===== config.mk =====
export PLATFORM = sky130hd
export DESIGN_NAME = byte_port_slave
export DESIGN_NICKNAME = d
export VERILOG_FILES = /design/src/core/byte_port_pkg.sv /design/src/core/byte_port_slave.sv
export SDC_FILE = /design/constraint.sdc
export NUM_CORES = 1
export LEC_CHECK = 0
export ABC_CLOCK_PERIOD_IN_PS = 2200
export BUFFER_PORTS_ARGS = -buffer_cell sky130_fd_sc_hd__clkbuf_2
export CAP_MARGIN = 25
export CORE_ASPECT_RATIO = 0.8
export CORE_MARGIN = 5
export CORE_UTILIZATION = 40
export DETAILED_ROUTE_END_ITERATION = 16
export PLACE_DENSITY = 0.7
export SETUP_SLACK_MARGIN = 0.4
export SKIP_CTS_REPAIR_TIMING = 1
export SYNTH_ARGS = -nofsm -noshare
export SYNTH_HDL_FRONTEND = slang
export SYNTH_SLANG_ARGS = --single-unit

===== constraint.sdc =====
create_clock -name clk -period 2.2 [get_ports clk]
set_input_delay 0.22 -clock clk [delete_from_list [all_inputs] [get_ports clk]]
set_output_delay 0.22 -clock clk [all_outputs]
set_load 0.01 [all_outputs]

===== src/core/byte_port_pkg.sv =====
// Purpose : Constants shared by the byte port with slave control block
// Assumes : AHB-Lite word registers, byte address is four times the index
// Notes   : Index values keep the printed register numbering
package byte_port_pkg;
   // -------------------------------------------------------------
   // Widths
   // -------------------------------------------------------------
   localparam int BYTE_W    = 8;
   localparam int CTRL_W    = 3;
   localparam int IDX_W     = 10;
   localparam int IDX_LSB   = 2;

   // -------------------------------------------------------------
   // Register indices (byte address = index * 4)
   // -------------------------------------------------------------
   localparam logic [IDX_W-1:0] IDX_BYTE_DATA = 10'h008;
   localparam logic [IDX_W-1:0] IDX_CTRL_DATA = 10'h009;
   localparam logic [IDX_W-1:0] IDX_BYTE_DIR  = 10'h088;
   localparam logic [IDX_W-1:0] IDX_CTRL_STAT = 10'h089;
   localparam logic [IDX_W-1:0] IDX_IRQ_STAT  = 10'h00C;
   localparam logic [IDX_W-1:0] IDX_IRQ_EN    = 10'h08C;
   localparam logic [IDX_W-1:0] IDX_IRQ_CLR   = 10'h00D;

   // -------------------------------------------------------------
   // Field positions of the control direction and slave status word, the interrupt bit and the control pins
   // -------------------------------------------------------------
   localparam int POS_IN_FULL  = 7;
   localparam int POS_OUT_FULL = 6;
   localparam int POS_OVERRUN  = 5;
   localparam int POS_MODE     = 4;
   localparam int POS_IRQ      = 7;
   localparam int POS_RD_PIN   = 0;
   localparam int POS_WR_PIN   = 1;
   localparam int POS_CS_PIN   = 2;

   // -------------------------------------------------------------
   // Reset values and the all-zero word
   // -------------------------------------------------------------
   localparam logic [BYTE_W-1:0] RST_BYTE_DIR = 8'hFF;
   localparam logic [CTRL_W-1:0] RST_CTRL_DIR = 3'h7;
   localparam logic [31:0]       ZERO_WORD    = 32'h0000_0000;

   // AHB transfer type bit that marks an active transfer
   localparam int HTRANS_ACT = 1;
endpackage : byte_port_pkg


===== src/core/byte_port_slave.sv =====
// Purpose : 8-bit byte port plus 3-pin control port with slave mode
// Assumes : One clock, strobes from the external master are asynchronous
// Notes   : Zero-wait AHB-Lite slave, one level interrupt output
//
// How it works
// - CPU port read returns pin levels, or the received byte in slave mode
// - CPU port write stores output latch
// - Read-modify-write latches sampled pin levels
// - Each control pin has direction bit
// - Slave mode: control pins become strobe inputs
// - Bit four selects slave or general mode
// - Low read strobe with select reads port
// - Low write strobe with select writes port
// - Chip select low selects, high ignores
// - Input full flags unread received byte
// - Output full flags unread CPU byte
// - Overrun sets on write while full
// - Bit three zero; status reset values
// - Direction resets ones, latches keep value
// - CPU input read clears input full
// - Master read clears output full
// - Overrun keeps first byte, drops second
// - Access completion sets gated interrupt flag
//
// Added by the designer: the AHB-Lite slave port.
`timescale 1ns/1ps
module byte_port_slave
   import byte_port_pkg::*;
(
   // Clock, reset, enable
   input  wire logic                      clk,
   input  wire logic                      reset,
   input  wire logic                      ce,
   // AHB-Lite slave
   input  wire logic                      hsel,
   input  wire logic [31:0]               haddr,
   input  wire logic [1:0]                htrans,
   input  wire logic                      hwrite,
   input  wire logic [2:0]                hsize,
   input  wire logic [31:0]               hwdata,
   input  wire logic                      hready,
   output logic      [31:0]               hrdata,
   output logic                           hreadyout,
   output logic                           hresp,
   // Byte port pins
   input  wire logic [byte_port_pkg::BYTE_W-1:0] bytePinIn,
   output logic      [byte_port_pkg::BYTE_W-1:0] bytePinOut,
   output logic      [byte_port_pkg::BYTE_W-1:0] bytePinOe,
   // Control port pins
   input  wire logic [byte_port_pkg::CTRL_W-1:0] ctrlPinIn,
   output logic      [byte_port_pkg::CTRL_W-1:0] ctrlPinOut,
   output logic      [byte_port_pkg::CTRL_W-1:0] ctrlPinOe,
   // Interrupt
   output logic                           irq
);
   import byte_port_pkg::*;

   // -------------------------------------------------------------
   // Declarations
   // -------------------------------------------------------------
   logic                 dpValid_reg;
   logic                 dpWrite_reg;
   logic [IDX_W-1:0]     dpIdx_reg;
   logic [BYTE_W-1:0]    byteSync1_reg;
   logic [BYTE_W-1:0]    byteSync2_reg;
   logic [CTRL_W-1:0]    ctrlSync1_reg;
   logic [CTRL_W-1:0]    ctrlSync2_reg;
   logic [BYTE_W-1:0]    byteLatch_reg;
   logic [CTRL_W-1:0]    ctrlLatch_reg;
   logic [BYTE_W-1:0]    byteDir_reg;
   logic [CTRL_W-1:0]    ctrlDir_reg;
   logic                 slaveMode_reg;
   logic                 inFull_reg;
   logic                 outFull_reg;
   logic                 overrun_reg;
   logic [BYTE_W-1:0]    inLatch_reg;
   logic [BYTE_W-1:0]    wrData_reg;
   logic                 extRdPrev_reg;
   logic                 extWrPrev_reg;
   logic                 irqFlag_reg;
   logic                 irqEn_reg;
   logic                 extRdOe_reg;
   logic                 cpuWr;
   logic                 cpuRd;
   logic                 extRd;
   logic                 extWr;
   logic                 rdDone;
   logic                 wrDone;
   logic                 inTaken;
   logic                 accept;
   logic [BYTE_W-1:0]    ctrlStatWord;

   // Register hit on a data-phase index
   function automatic logic hit(input logic [IDX_W-1:0] idx,
                                input logic [IDX_W-1:0] target);
      return idx == target;
   endfunction : hit

   // -------------------------------------------------------------
   // AHB-Lite slave
   // -------------------------------------------------------------
   // Capture the address phase; only active transfers open a data phase
   always_ff @(posedge clk or posedge reset) begin
      if (reset) begin
         dpValid_reg <= 1'b0;
         dpWrite_reg <= 1'b0;
         dpIdx_reg   <= '0;
      end else if (ce) begin
         if (hready) begin
            dpValid_reg <= hsel & htrans[HTRANS_ACT];
            dpWrite_reg <= hwrite;
            dpIdx_reg   <= haddr[IDX_LSB +: IDX_W];
         end
      end
   end

   // Zero wait states, always OKAY
   assign hreadyout = 1'b1;
   assign hresp     = 1'b0;
   assign cpuWr     = ce & dpValid_reg & dpWrite_reg;
   assign cpuRd     = ce & dpValid_reg & ~dpWrite_reg;

   // Bit three and bits above the byte read as zero
   assign ctrlStatWord = {inFull_reg, outFull_reg, overrun_reg, slaveMode_reg,
                          1'b0, ctrlDir_reg};

   // Read mux over the data-phase index; unmapped reads return zero
   always_comb begin
      hrdata = ZERO_WORD;
      if (!dpValid_reg || dpWrite_reg) begin
         hrdata = ZERO_WORD;
      end else if (hit(dpIdx_reg, IDX_BYTE_DATA)) begin
         // Slave mode reads the received byte, otherwise the pins
         hrdata[BYTE_W-1:0] = slaveMode_reg ? inLatch_reg : byteSync2_reg;
      end else if (hit(dpIdx_reg, IDX_CTRL_DATA)) begin
         hrdata[CTRL_W-1:0] = ctrlSync2_reg;
      end else if (hit(dpIdx_reg, IDX_BYTE_DIR)) begin
         hrdata[BYTE_W-1:0] = byteDir_reg;
      end else if (hit(dpIdx_reg, IDX_CTRL_STAT)) begin
         hrdata[BYTE_W-1:0] = ctrlStatWord;
      end else if (hit(dpIdx_reg, IDX_IRQ_STAT)) begin
         hrdata[POS_IRQ] = irqFlag_reg;
      end else if (hit(dpIdx_reg, IDX_IRQ_EN)) begin
         hrdata[POS_IRQ] = irqEn_reg;
      end
   end

   // -------------------------------------------------------------
   // Pin synchronisers
   // -------------------------------------------------------------
   // Two stages; only the second stage feeds any logic
   always_ff @(posedge clk or posedge reset) begin
      if (reset) begin
         byteSync1_reg <= '0;
         byteSync2_reg <= '0;
         ctrlSync1_reg <= RST_CTRL_DIR;
         ctrlSync2_reg <= RST_CTRL_DIR;
      end else if (ce) begin
         byteSync1_reg <= bytePinIn;
         byteSync2_reg <= byteSync1_reg;
         ctrlSync1_reg <= ctrlPinIn;
         ctrlSync2_reg <= ctrlSync1_reg;
      end
   end

   // -------------------------------------------------------------
   // Strobe decode
   // -------------------------------------------------------------
   // Strobes only count while selected and in slave mode
   assign extRd  = slaveMode_reg & ~ctrlSync2_reg[POS_CS_PIN]
                   & ~ctrlSync2_reg[POS_RD_PIN];
   assign extWr  = slaveMode_reg & ~ctrlSync2_reg[POS_CS_PIN]
                   & ~ctrlSync2_reg[POS_WR_PIN];
   // Completion is the trailing edge, so each access acts once
   assign rdDone = ce & extRdPrev_reg & ~extRd & slaveMode_reg;
   assign wrDone = ce & extWrPrev_reg & ~extWr & slaveMode_reg;
   // A CPU read of the input byte in the same cycle frees the latch
   assign inTaken = cpuRd & hit(dpIdx_reg, IDX_BYTE_DATA) & slaveMode_reg;
   assign accept  = wrDone & (~inFull_reg | inTaken);

   // Strobe history and drive enable for master reads
   always_ff @(posedge clk or posedge reset) begin
      if (reset) begin
         extRdPrev_reg <= 1'b0;
         extWrPrev_reg <= 1'b0;
         extRdOe_reg   <= 1'b0;
      end else if (ce) begin
         extRdPrev_reg <= extRd;
         extWrPrev_reg <= extWr;
         extRdOe_reg   <= extRd;
      end
   end

   // Track the byte on the pins while the write strobe is low
   always_ff @(posedge clk) begin
      if (ce && extWr) begin
         wrData_reg <= byteSync2_reg;
      end
   end

   // -------------------------------------------------------------
   // Output latches (no reset: they survive every reset)
   // -------------------------------------------------------------
   // The CPU brings read-modify-write results, built from pin levels
   always_ff @(posedge clk) begin
      if (cpuWr && hit(dpIdx_reg, IDX_BYTE_DATA)) begin
         byteLatch_reg <= hwdata[BYTE_W-1:0];
      end
      if (cpuWr && hit(dpIdx_reg, IDX_CTRL_DATA)) begin
         ctrlLatch_reg <= hwdata[CTRL_W-1:0];
      end
   end

   // -------------------------------------------------------------
   // Direction and mode
   // -------------------------------------------------------------
   always_ff @(posedge clk or posedge reset) begin
      if (reset) begin
         byteDir_reg   <= RST_BYTE_DIR;
         ctrlDir_reg   <= RST_CTRL_DIR;
         slaveMode_reg <= 1'b0;
      end else if (cpuWr) begin
         if (hit(dpIdx_reg, IDX_BYTE_DIR)) begin
            byteDir_reg <= hwdata[BYTE_W-1:0];
         end
         if (hit(dpIdx_reg, IDX_CTRL_STAT)) begin
            ctrlDir_reg   <= hwdata[CTRL_W-1:0];
            slaveMode_reg <= hwdata[POS_MODE];
         end
      end
   end

   // -------------------------------------------------------------
   // Received byte
   // -------------------------------------------------------------
   // On overrun the first byte stays, the second is dropped
   always_ff @(posedge clk or posedge reset) begin
      if (reset) begin
         inLatch_reg <= '0;
      end else if (accept) begin
         inLatch_reg <= wrData_reg;
      end
   end

   // -------------------------------------------------------------
   // Slave status flags
   // -------------------------------------------------------------
   // Input full: set wins over a same-cycle CPU read
   always_ff @(posedge clk or posedge reset) begin
      if (reset) begin
         inFull_reg <= 1'b0;
      end else if (ce) begin
         if (!slaveMode_reg) begin
            inFull_reg <= 1'b0;
         end else if (accept) begin
            inFull_reg <= 1'b1;
         end else if (inTaken) begin
            inFull_reg <= 1'b0;
         end
      end
   end

   // Output full: a CPU write sets it, a master read clears it
   always_ff @(posedge clk or posedge reset) begin
      if (reset) begin
         outFull_reg <= 1'b0;
      end else if (ce) begin
         if (!slaveMode_reg) begin
            outFull_reg <= 1'b0;
         end else if (cpuWr && hit(dpIdx_reg, IDX_BYTE_DATA)) begin
            outFull_reg <= 1'b1;
         end else if (rdDone) begin
            outFull_reg <= 1'b0;
         end
      end
   end

   // Overrun: sticky, survives leaving slave mode, cleared by software
   always_ff @(posedge clk or posedge reset) begin
      if (reset) begin
         overrun_reg <= 1'b0;
      end else if (ce) begin
         if (wrDone && inFull_reg && !inTaken) begin
            overrun_reg <= 1'b1;
         end else if (cpuWr && hit(dpIdx_reg, IDX_CTRL_STAT)) begin
            overrun_reg <= hwdata[POS_OVERRUN];
         end
      end
   end

   // -------------------------------------------------------------
   // Interrupt
   // -------------------------------------------------------------
   // Completion flag is sticky; clear register writes ones to clear
   always_ff @(posedge clk or posedge reset) begin
      if (reset) begin
         irqFlag_reg <= 1'b0;
         irqEn_reg   <= 1'b0;
      end else if (ce) begin
         if (rdDone || wrDone) begin
            irqFlag_reg <= 1'b1;
         end else if (cpuWr && hit(dpIdx_reg, IDX_IRQ_CLR) && hwdata[POS_IRQ]) begin
            irqFlag_reg <= 1'b0;
         end
         if (cpuWr && hit(dpIdx_reg, IDX_IRQ_EN)) begin
            irqEn_reg <= hwdata[POS_IRQ];
         end
      end
   end

   assign irq = irqFlag_reg & irqEn_reg;

   // -------------------------------------------------------------
   // Pin drivers
   // -------------------------------------------------------------
   // Slave mode ignores byte direction; the master steers the bus
   assign bytePinOut = byteLatch_reg;
   assign bytePinOe  = slaveMode_reg ? {BYTE_W{extRdOe_reg}} : ~byteDir_reg;
   assign ctrlPinOut = ctrlLatch_reg;
   // Control pins never drive in slave mode, even if misprogrammed
   assign ctrlPinOe  = slaveMode_reg ? '0 : ~ctrlDir_reg;

   // -------------------------------------------------------------
   // Assertions
   // -------------------------------------------------------------
   property p_mode_full_clear;
      @(posedge clk) disable iff (reset)
      (ce && !slaveMode_reg) |=> (!inFull_reg && !outFull_reg);
   endproperty
   a_mode_full_clear: assert property (p_mode_full_clear)
      else $error("full flags not held clear outside slave mode");

   property p_in_full_set;
      @(posedge clk) disable iff (reset)
      (accept && slaveMode_reg) |=> inFull_reg && (inLatch_reg == $past(wrData_reg));
   endproperty
   a_in_full_set: assert property (p_in_full_set)
      else $error("input full or byte not captured after write");

   property p_in_read_clears;
      @(posedge clk) disable iff (reset)
      (inTaken && !wrDone) |=> !inFull_reg;
   endproperty
   a_in_read_clears: assert property (p_in_read_clears)
      else $error("input full not cleared by cpu read");

   property p_overrun_keeps;
      @(posedge clk) disable iff (reset)
      (wrDone && inFull_reg && !inTaken) |=> overrun_reg && $stable(inLatch_reg);
   endproperty
   a_overrun_keeps: assert property (p_overrun_keeps)
      else $error("overrun not flagged or first byte lost");

   property p_overrun_sticky;
      @(posedge clk) disable iff (reset)
      (overrun_reg && !cpuWr) |=> overrun_reg;
   endproperty
   a_overrun_sticky: assert property (p_overrun_sticky)
      else $error("overrun cleared without software");

   property p_out_full;
      @(posedge clk) disable iff (reset)
      (slaveMode_reg && cpuWr && hit(dpIdx_reg, IDX_BYTE_DATA)) |=> outFull_reg;
   endproperty
   a_out_full: assert property (p_out_full)
      else $error("output full not set by cpu write");

   property p_ext_read_done;
      @(posedge clk) disable iff (reset)
      (rdDone && !cpuWr) |=> (!outFull_reg && irqFlag_reg);
   endproperty
   a_ext_read_done: assert property (p_ext_read_done)
      else $error("master read completion mishandled");

   property p_once_per_access;
      @(posedge clk) disable iff (reset)
      wrDone |=> !wrDone;
   endproperty
   a_once_per_access: assert property (p_once_per_access)
      else $error("write completion seen twice");

   property p_irq_level;
      @(posedge clk) disable iff (reset)
      (rdDone || wrDone) |=> (irqFlag_reg && (irq == irqEn_reg));
   endproperty
   a_irq_level: assert property (p_irq_level)
      else $error("completion did not raise the gated interrupt");

   property p_ctrl_no_drive;
      @(posedge clk) disable iff (reset)
      slaveMode_reg |-> (ctrlPinOe == '0);
   endproperty
   a_ctrl_no_drive: assert property (p_ctrl_no_drive)
      else $error("control pins driven in slave mode");

   property p_bit3_zero;
      @(posedge clk) disable iff (reset)
      ctrlStatWord[3] == 1'b0;
   endproperty
   a_bit3_zero: assert property (p_bit3_zero)
      else $error("unimplemented bit reads one");

   c_ext_write: cover property (@(posedge clk) disable iff (reset) accept);
   c_ext_read:  cover property (@(posedge clk) disable iff (reset) rdDone);
   c_overrun:   cover property (@(posedge clk) disable iff (reset) $rose(overrun_reg));
   c_irq:       cover property (@(posedge clk) disable iff (reset) $rose(irq));
endmodule : byte_port_slave


==> results of run 1 <==
## synthesized netlist by cell type
cell       instances  area [µm²]
nor4_2             1       12.51
a21oi_4            1       16.27
nor4_4             1       21.27
nand2b_1           2       12.51
buf_2              1       5.000
a21oi_1           11       55.05
conb_1             2       7.510
dfstp_2           17       446.7
nor4bb_1           1       10.01
nor2b_1            4       25.02
nand3_1            4       20.02
inv_1              6       22.52
nand4bb_4          1       27.53
edfxtp_1          19       570.6
or2_2              1       6.260
a21o_1             1       7.510
nand4_1            4       25.02
and2_1             2       12.51
nor3_1             2       10.01
o21ai_0           10       50.05
clkbuf_1           4       15.01
nor4_1             1       6.260
and3_1             1       6.260
buf_1              5       18.77
mux2_1             2       22.52
a211oi_1           3       22.52
mux2_2            51       574.3
nand4_2            1       12.51
dfrtp_1           44        1101
nand2_1           14       52.55
a22o_1             1       8.760
mux2i_1           16       160.2
or4_1              1       7.510
or4_4              1       11.26
or4b_4             1       13.76
o32ai_1            1       8.760
nor2_1             9       33.78
buf_4             26       195.2
o2111ai_1          1       8.760
o22ai_1            4       25.02
## cells in the final DEF, fill, tap and decap left out, drive strengths merged, types with 4 or more instances in the layout
cell type,count
o21ai,10
buf,27
nand2,14
a21oi,12
nor2,9
mux2i,16
o22ai,4
inv,9
edfxtp,19
clkbuf,69
nand4,5
nand3,4
mux2,53
dfrtp,44
dfstp,17
nor2b,4
conb,26
## power by group
| group | internal [µW] | switching (µW) |
|---|---|---|
| Combinational | 316 | 311 |
| Clock | 777 | 613 |
| Sequential | 1710 | 121 |
## stage by stage
step / setup slack (ns) / hold WS [ns]
3_3_place_gp: 0.1133 / 0.2923
3_5_place_dp: 0.09486 / 0.2948
4_1_cts: -0.1693 / -0.07078
6_report: -0.08730 / 0.08718
2_1_floorplan: 0.2646 / 0.3189
5_1_grt: -0.1424 / 0.08630
## path summary, 6_finish.rpt
| check | startpoint | end | slack (ns) |
|---|---|---|---|
| min | hwdata[3] | bytePinOut[3] | 0.09 |
| max in group asynchronous | reset | byteDir_reg[6] | 1.41 |
| max | dpIdx_reg[8] | hrdata[1] | -0.09 |
| min in group asynchronous | reset | dpIdx_reg[1] | 0.48 |
| max reg2reg | dpIdx_reg[1] | inLatch_reg[4] | 0.05 |
| min reg2reg | byteSync2_reg[7] | wrData_reg[7] | 0.47 |
## cell type report
class	instances	area, µm²	area share [%]
inverter	6	22.52	0.4856
sequential	80	2118	45.67
multi-input combinational	180	1521	32.80
clock inverter	7	55.05	1.187
timing repair buffer	88	551.8	11.90
tap	115	143.9	3.102
clock buffer	9	225.2	4.856
## cell families after synthesis
family          count (synthesis)  synth area share (%)
compound gates                 33                 5.525
buf+inv                        42                 6.992
flops                          80                 57.74
mux                            69                 20.63
other cells                     2                0.2047
simple gates                   52                 8.902
## critical path: cells and delay by family, from the launching register on
kind,cells,cell delay [ns]
AOI/OAI and AO/OA,1,0.07
DFF,1,0.38
and+or+nand+nor,2,0.92
buffers and inverters,2,0.35
## metal layers
metal | vias up | global-route usage [%] | part of all wire [%]
met2 | 91 | 22.40 | 48
met3 | 11 | 3.617 | 8.1
met4 | 0 | 5.062 | 1.2
met1 | 1199 | 19.15 | 43
li1 | 1123 | - | -
met5 | - | 0 | 0
==> flow_summary.toml, run 1 <==
[sta]
drv_slew = 0
skew_ns = 0.006776
timing.fmax_ghz = 0.4372
relSlewSlack_pct = 66.24
rsz0062_at_grt = "yes"
worst_slack_ns = -0.08730
post-route-min-period_ns = 2.287
hold_viol_final = 0
post-route-period-util_pct = 104.0
setup-violations-final = 7
worst_pin_slew_ns = 0.5018
finalSetupTns_ns = -0.4292

[floorplanning]
die_w_um = 117.1
initial_utilization_pct = 40.77
num_io_pins = 143
design.core.area_um2 = 8999
die_y_um = 95.66
die_area_um2 = 11200
rows = 31

[setup_path]
path_class = "reg2out"
crit_chain = "or4_4 -> nor4_4 -> buf_4 -> a211oi_2 -> buf_2"
crit_path_start_kind = "flop"
cp_slowest_cell = "or4_4"
crit_required_ns = 1.98
rr_worst_depth = 6
cp_max_fo = 5
cp.arrival_ns = 2.07
worstSetupEndpointType = "primary output"
critPathMaxStageDelay_ns = 0.60

[layout]
fin_util_pct = 51.54
antenna_cells = 0
largest_register_ffs = 10
fillers = 763
area_delta_synth_final_pct = 26.43
drive_above_1_share_pct = 53.78
design_area_um2 = 4638
finalNonFillerCells = 485
fin_nets = 451

[clock_tree]
cts_tree = "done"
htree_num_levels = 3
clk_pin_slew_ns = 0.06
cts_made_buffers = 9
clock_path_buffers = 2
clk_latency_ns = 0.34
cts-root-buf = "clkbuf_16"
cts.sink_count = 80

[pwr]
p_total_uw = 3853
power.density_nw_per_um2 = 830.7
ir_worst_vdd_uv = 356.3
leakage_uw = 0.002112

[routing]
route.detailed.drc = 0
dr.pass1.iters = 4
ant_nets = 0
dr.first_iter.drc_count = 130
wl_per_cell_um = 16.56
wl_um = 8030
via_count = 2424
avgViaCountPerCell = 4.998

[synthesis]
synth.yosys.seq_area_share_pct = 57.74
yosysUniqueCellTypes = 40
synth_warnings = 0
syn_area_um2 = 3669
synth_seq_cells = 80
syn_inst = 278
avgSynthCellArea_um2 = 13.20

[flow_run]
maxCapViolCount = 0

[grt]
grt_pass1_wl_um = 12080
antenna_found_initial = 0
grt_pass1_vias = 2423
grt_util_all_layers_pct = 14.24
grt_max_degree = 62
grt-ovfl-total = 0

[placed_design]
placed_cells = 458
hpwl_um = 5675
place.gp.congestion = 0.8768
dpl_cell_area_um2 = 4129
portBuffers = 66

[worst_hold_path]
hold_depth = 1
hp-class = "in2reg"

[outcome]
outcome = "finished, violations left"
violations = "setup timing"
Note: power is estimated with default switching activity, not from simulation.
==> run 2: changes to the inputs <==
ABC_CLOCK_PERIOD_IN_PS = 1900   (was 2200)
clock period = 1.9 ns   (was 2.2 ns; I/O delays follow)
==> run 2 against run 1 <==
Non-clock buffer count up 20. Final cell count rose by 4.1%. Highest routed layer unchanged. Power increased by 24%. Sequential share of layout area down 3.6 points. Largest cell class unchanged. Sequential power grew 15%. Register-to-register slack lost 0.27 ns. Critical endpoint unchanged. Setup slack got worse by 0.32 ns. The flow still finishes with violations (setup timing). Global-route usage rose by 0.88 points. Routed wire length rose by 2.1%.
==> flow_summary.toml, run 2 (synthesized netlist as in run 1, its figures left out) <==
[outcome]
outcome = "finished, violations left"
violations = "setup timing"

[pwr]
power.density_nw_per_um2 = 949.1
ir_worst_vdd_uv = 464.3
leakage_uw = 0.002254

[layout]
antenna_cells = 0
fin_nets = 471
area_delta_synth_final_pct = 37.38
layout_commonest_cell = "clkbuf_2"
seqCellArea_um2 = 2118
finalNonFillerCells = 505
fillers = 750
multi_input_area_um2 = 1594
largest_register_ffs = 10
drive_above_1_share_pct = 58.72
final_cell_mix = "50 x clkbuf_2, 47 x mux2_2, 44 x dfrtp_1, 26 x conb_1, 26 x buf_4"

[routing]
dr.pass1.iters = 4
dr.first_iter.drc_count = 97
via_count = 2477
route.detailed.drc = 0
wl_um = 8195
avgViaCountPerCell = 4.905
wl_per_cell_um = 16.23
ant_nets = 0

[clock_tree]
clock_path_buffers = 2
clk_latency_ns = 0.33
cts_tree = "done"
cts.sink_count = 80
cts_made_buffers = 9
clk_pin_slew_ns = 0.06
htree_num_levels = 3
cts-root-buf = "clkbuf_16"

[grt]
grt_util_all_layers_pct = 15.11
grt_pass1_vias = 2420
antenna_found_initial = 0
grt_pass1_wl_um = 12620
grt-ovfl-total = 0
grt_max_degree = 36

[sta]
hold_viol_final = 0
setup-violations-final = 34
finalHoldWorstSlack_ns = 0.05969
relSlewSlack_pct = 57.80
drv_slew = 0
post-route-min-period_ns = 2.311
rsz0062_at_grt = "yes"
worst_pin_slew_ns = 0.6317
post-route-period-util_pct = 121.7
timing.fmax_ghz = 0.4326
skew_ns = 0.005306
worst_slack_ns = -0.4114

[floorplanning]
num_io_pins = 143
die_y_um = 95.66
initial_utilization_pct = 40.77
die_w_um = 117.1
design.core.area_um2 = 8999
rows = 31
die_area_um2 = 11200

[placed_design]
hpwl_um = 6056
placed_cells = 476
place.gp.congestion = 0.8827
portBuffers = 66

[setup_path]
crit_required_ns = 1.71
worstSetupEndpointType = "primary output"
ff2ff_setup_slack_ns = -0.22
cp_max_fo = 4
crit_start = "dpIdx_reg[5]"
crit_path_start_kind = "flop"
path_class = "reg2out"
r2r-end = "ctrlDir_reg[1]"
cp.arrival_ns = 2.12
rr_worst_depth = 7
timing.rr.start = "dpIdx_reg[9]"

[worst_hold_path]
hp-class = "in2reg"
hold_depth = 1
min_from = "hwdata[3]"
worstHoldEndpoint = "bytePinOut[3]"

[flow_run]
maxCapViolCount = 0
-- run 2: worst max-delay path: stages (launching register included) --
cell      delay, ns
dfrtp_1        0.39
or4b_4         0.60
nor4_4         0.37
buf_4          0.21
a211oi_1       0.08
clkbuf_2       0.14
-- run 2: worst max path at each step --
| stage | endpoint | slack, ns | depth (start not counted) |
|---|---|---|---|
| final | hrdata[1] | -0.41 | 5 |
| after global routing | hrdata[1] | -0.48 | 6 |
| after CTS | hrdata[4] | -0.51 | 6 |
| after detailed placement | hrdata[4] | -0.14 | 6 |
| after global placement | hrdata[5] | -0.09 | 6 |
| after floorplan | inLatch_reg[1] | -0.03 | 4 |
-- run 2: per-stage QoR --
stage	cell area, µm²	setup WS (ns)	setup TNS (ns)	util (%)	total power (µW)
after CTS	4674	-0.5099	-6.858	51.95	4752
after detailed placement	4332	-0.1433	-3.143	48.14	2837
final	5040	-0.4114	-7.828	56.01	4783
after floorplan	3837	-0.03466	-0.3648	-	2602
after global routing	5040	-0.4802	-10.23	56.01	4999
after global placement	4332	-0.09287	-2.013	48.14	2800
-- run 2: cell type report --
class,instances,share of cell area (%)
Inverter,6,0.7696
Clock buffer,12,5.735
Clock inverter,4,1.068
Multi-Input combinational cell,180,31.63
Timing Repair Buffer,108,15.91
Sequential cell,80,42.03
Tap cell,115,2.855
-- run 2: where the power goes --
| group | switching, µW | total, µW | internal (µW) |
|---|---|---|---|
| Combinational | 389 | 781 | 392 |
| Clock | 671 | 1890 | 1220 |
| Sequential | 126 | 2110 | 1990 |
-- run 2: routing by layer --
layer | GRT usage [%] | wire, µm
met4 | 5.158 | 151
met3 | 4.061 | 540
met1 | 20.94 | 3722
met2 | 22.96 | 3781
met5 | 0 | 0
==> run 3: changes to the inputs <==
PLACE_DENSITY = 0.74   (was 0.7)
==> run 3 against run 2 <==
The flow still finishes with violations (setup timing). Non-clock buffer count down 4. Clock power down 5%. First-iteration DRC count up 23%. Sequential power about the same. Die area unchanged. Worst hold slack worse by 0.0069 ns. Register-to-register slack worse by 0.02 ns. Highest routed layer unchanged.
==> flow_summary.toml, run 3 (synthesized netlist as in run 1, its figures left out) <==
[outcome]
outcome = "finished, violations left"
violations = "setup timing"

[sta]
relSlewSlack_pct = 58.38
timing.fmax_ghz = 0.4257
post-route-period-util_pct = 123.6
post-route-min-period_ns = 2.349
skew_ns = 0.005283
setup-violations-final = 42
rsz0062_at_grt = "yes"
finalHoldWorstSlack_ns = 0.05275
hold_viol_final = 0
drv_slew = 0
worst_slack_ns = -0.4490
worst_pin_slew_ns = 0.6230

[clock_tree]
cts_tree = "done"
cts-root-buf = "clkbuf_16"
clock_path_buffers = 2
htree_num_levels = 3
cts_made_buffers = 9
clk_pin_slew_ns = 0.06
clk_latency_ns = 0.34
cts.sink_count = 80

[routing]
wl_um = 8648
wl_per_cell_um = 17.26
route.detailed.drc = 0
ant_nets = 0
dr.pass1.iters = 4
via_count = 2513
dr.first_iter.drc_count = 119
avgViaCountPerCell = 5.016

[floorplanning]
rows = 31
die_w_um = 117.1
die_area_um2 = 11200
die_y_um = 95.66
num_io_pins = 143
design.core.area_um2 = 8999
initial_utilization_pct = 40.77

[grt]
grt_util_all_layers_pct = 15.17
grt_max_degree = 36
antenna_found_initial = 0
grt_pass1_vias = 2455
grt-ovfl-total = 0
grt_pass1_wl_um = 12690

[worst_hold_path]
hp-class = "in2reg"

[layout]
area_delta_synth_final_pct = 34.41
design_area_um2 = 4931
largest_register_ffs = 10
final_cell_mix = "51 x clkbuf_2, 44 x dfrtp_1, 42 x mux2_2, 26 x conb_1, 24 x buf_4"
antenna_cells = 0
layout_commonest_cell = "clkbuf_2"
fin_util_pct = 54.80
fin_nets = 467
drive_above_1_share_pct = 59.07

[pwr]
p_total_uw = 4737
ir_worst_vdd_uv = 472.8
leakage_uw = 0.002213
power.density_nw_per_um2 = 960.6

[setup_path]
cp.arrival_ns = 2.16
cp_max_fo = 4
path_class = "reg2out"
crit_path_start_kind = "flop"
worstSetupEndpointType = "primary output"
crit_required_ns = 1.71

[placed_design]
portBuffers = 66
dpl_cell_area_um2 = 4329
place.gp.congestion = 0.9179
hpwl_um = 5975

[flow_run]
maxCapViolCount = 0
## run 3: changes by cell type in the layout (fill, tap and decap cells not counted), sizes merged
cell    delta
buf        -5
bufinv     -1
clkbuf     +1
clkinv     -2
inv        +3
## run 3: final cells by class
| cell class | instances | area, µm² |
|---|---|---|
| fill | 767 | 4068 |
| multi-input combinational | 180 | 1594 |
| clock inverter | 4 | 27.53 |
| tap | 115 | 143.9 |
| timing repair buffer | 104 | 726.9 |
| sequential | 80 | 2118 |
| inverter | 6 | 31.28 |
| clock buffer | 12 | 289.0 |
## run 3: worst max-delay path, stage by stage (launching register included)
cell      delay, ns
dfrtp_1        0.39
or4_4          0.58
buf_12         0.15
nor4_4         0.25
buf_4          0.22
a211oi_4       0.07
buf_2          0.16
## run 3: metal layers
metal,vias to the layer above,part of all wire (%),GRT usage (%)
met5,-,0,0
met4,0,1.6,4.394
met3,12,8.8,5.964
met2,107,45,22.25
met1,1233,44,20.81
li1,1161,-,-
## run 3: per-stage QoR
| stage | instances | setup WS (ns) | setup TNS, ns |
|---|---|---|---|
| final | 501 | -0.4490 | -7.508 |
| after global routing | 501 | -0.5224 | -10.12 |
| after CTS | 490 | -0.5077 | -7.814 |
| after detailed placement | 474 | -0.1306 | -2.711 |
| after global placement | 474 | -0.1072 | -2.145 |
| after floorplan | 302 | -0.03466 | -0.3648 |
## run 3: path summary, 6_finish.rpt
path | cells after the start | to | start | slack, ns
min in group asynchronous | 3 | byteSync1_reg[5] | reset | 0.47
worst max-delay path | 6 | hrdata[2] | dpIdx_reg[9] | -0.45
worst max register to register | 6 | bytePinOut[3] | dpIdx_reg[9] | -0.24
max in group asynchronous | 4 | ctrlSync1_reg[2] | reset | 0.79
worst min-delay path | 1 | bytePinOut[3] | hwdata[3] | 0.05
worst min register to register | 1 | inLatch_reg[5] | wrData_reg[5] | 0.48
## run 3: power breakdown
| part | switching (µW) | internal, µW | total, µW |
|---|---|---|---|
| Sequential | 131 | 1990 | 2120 |
| Clock | 705 | 1090 | 1790 |
| Combinational | 394 | 433 | 827 |
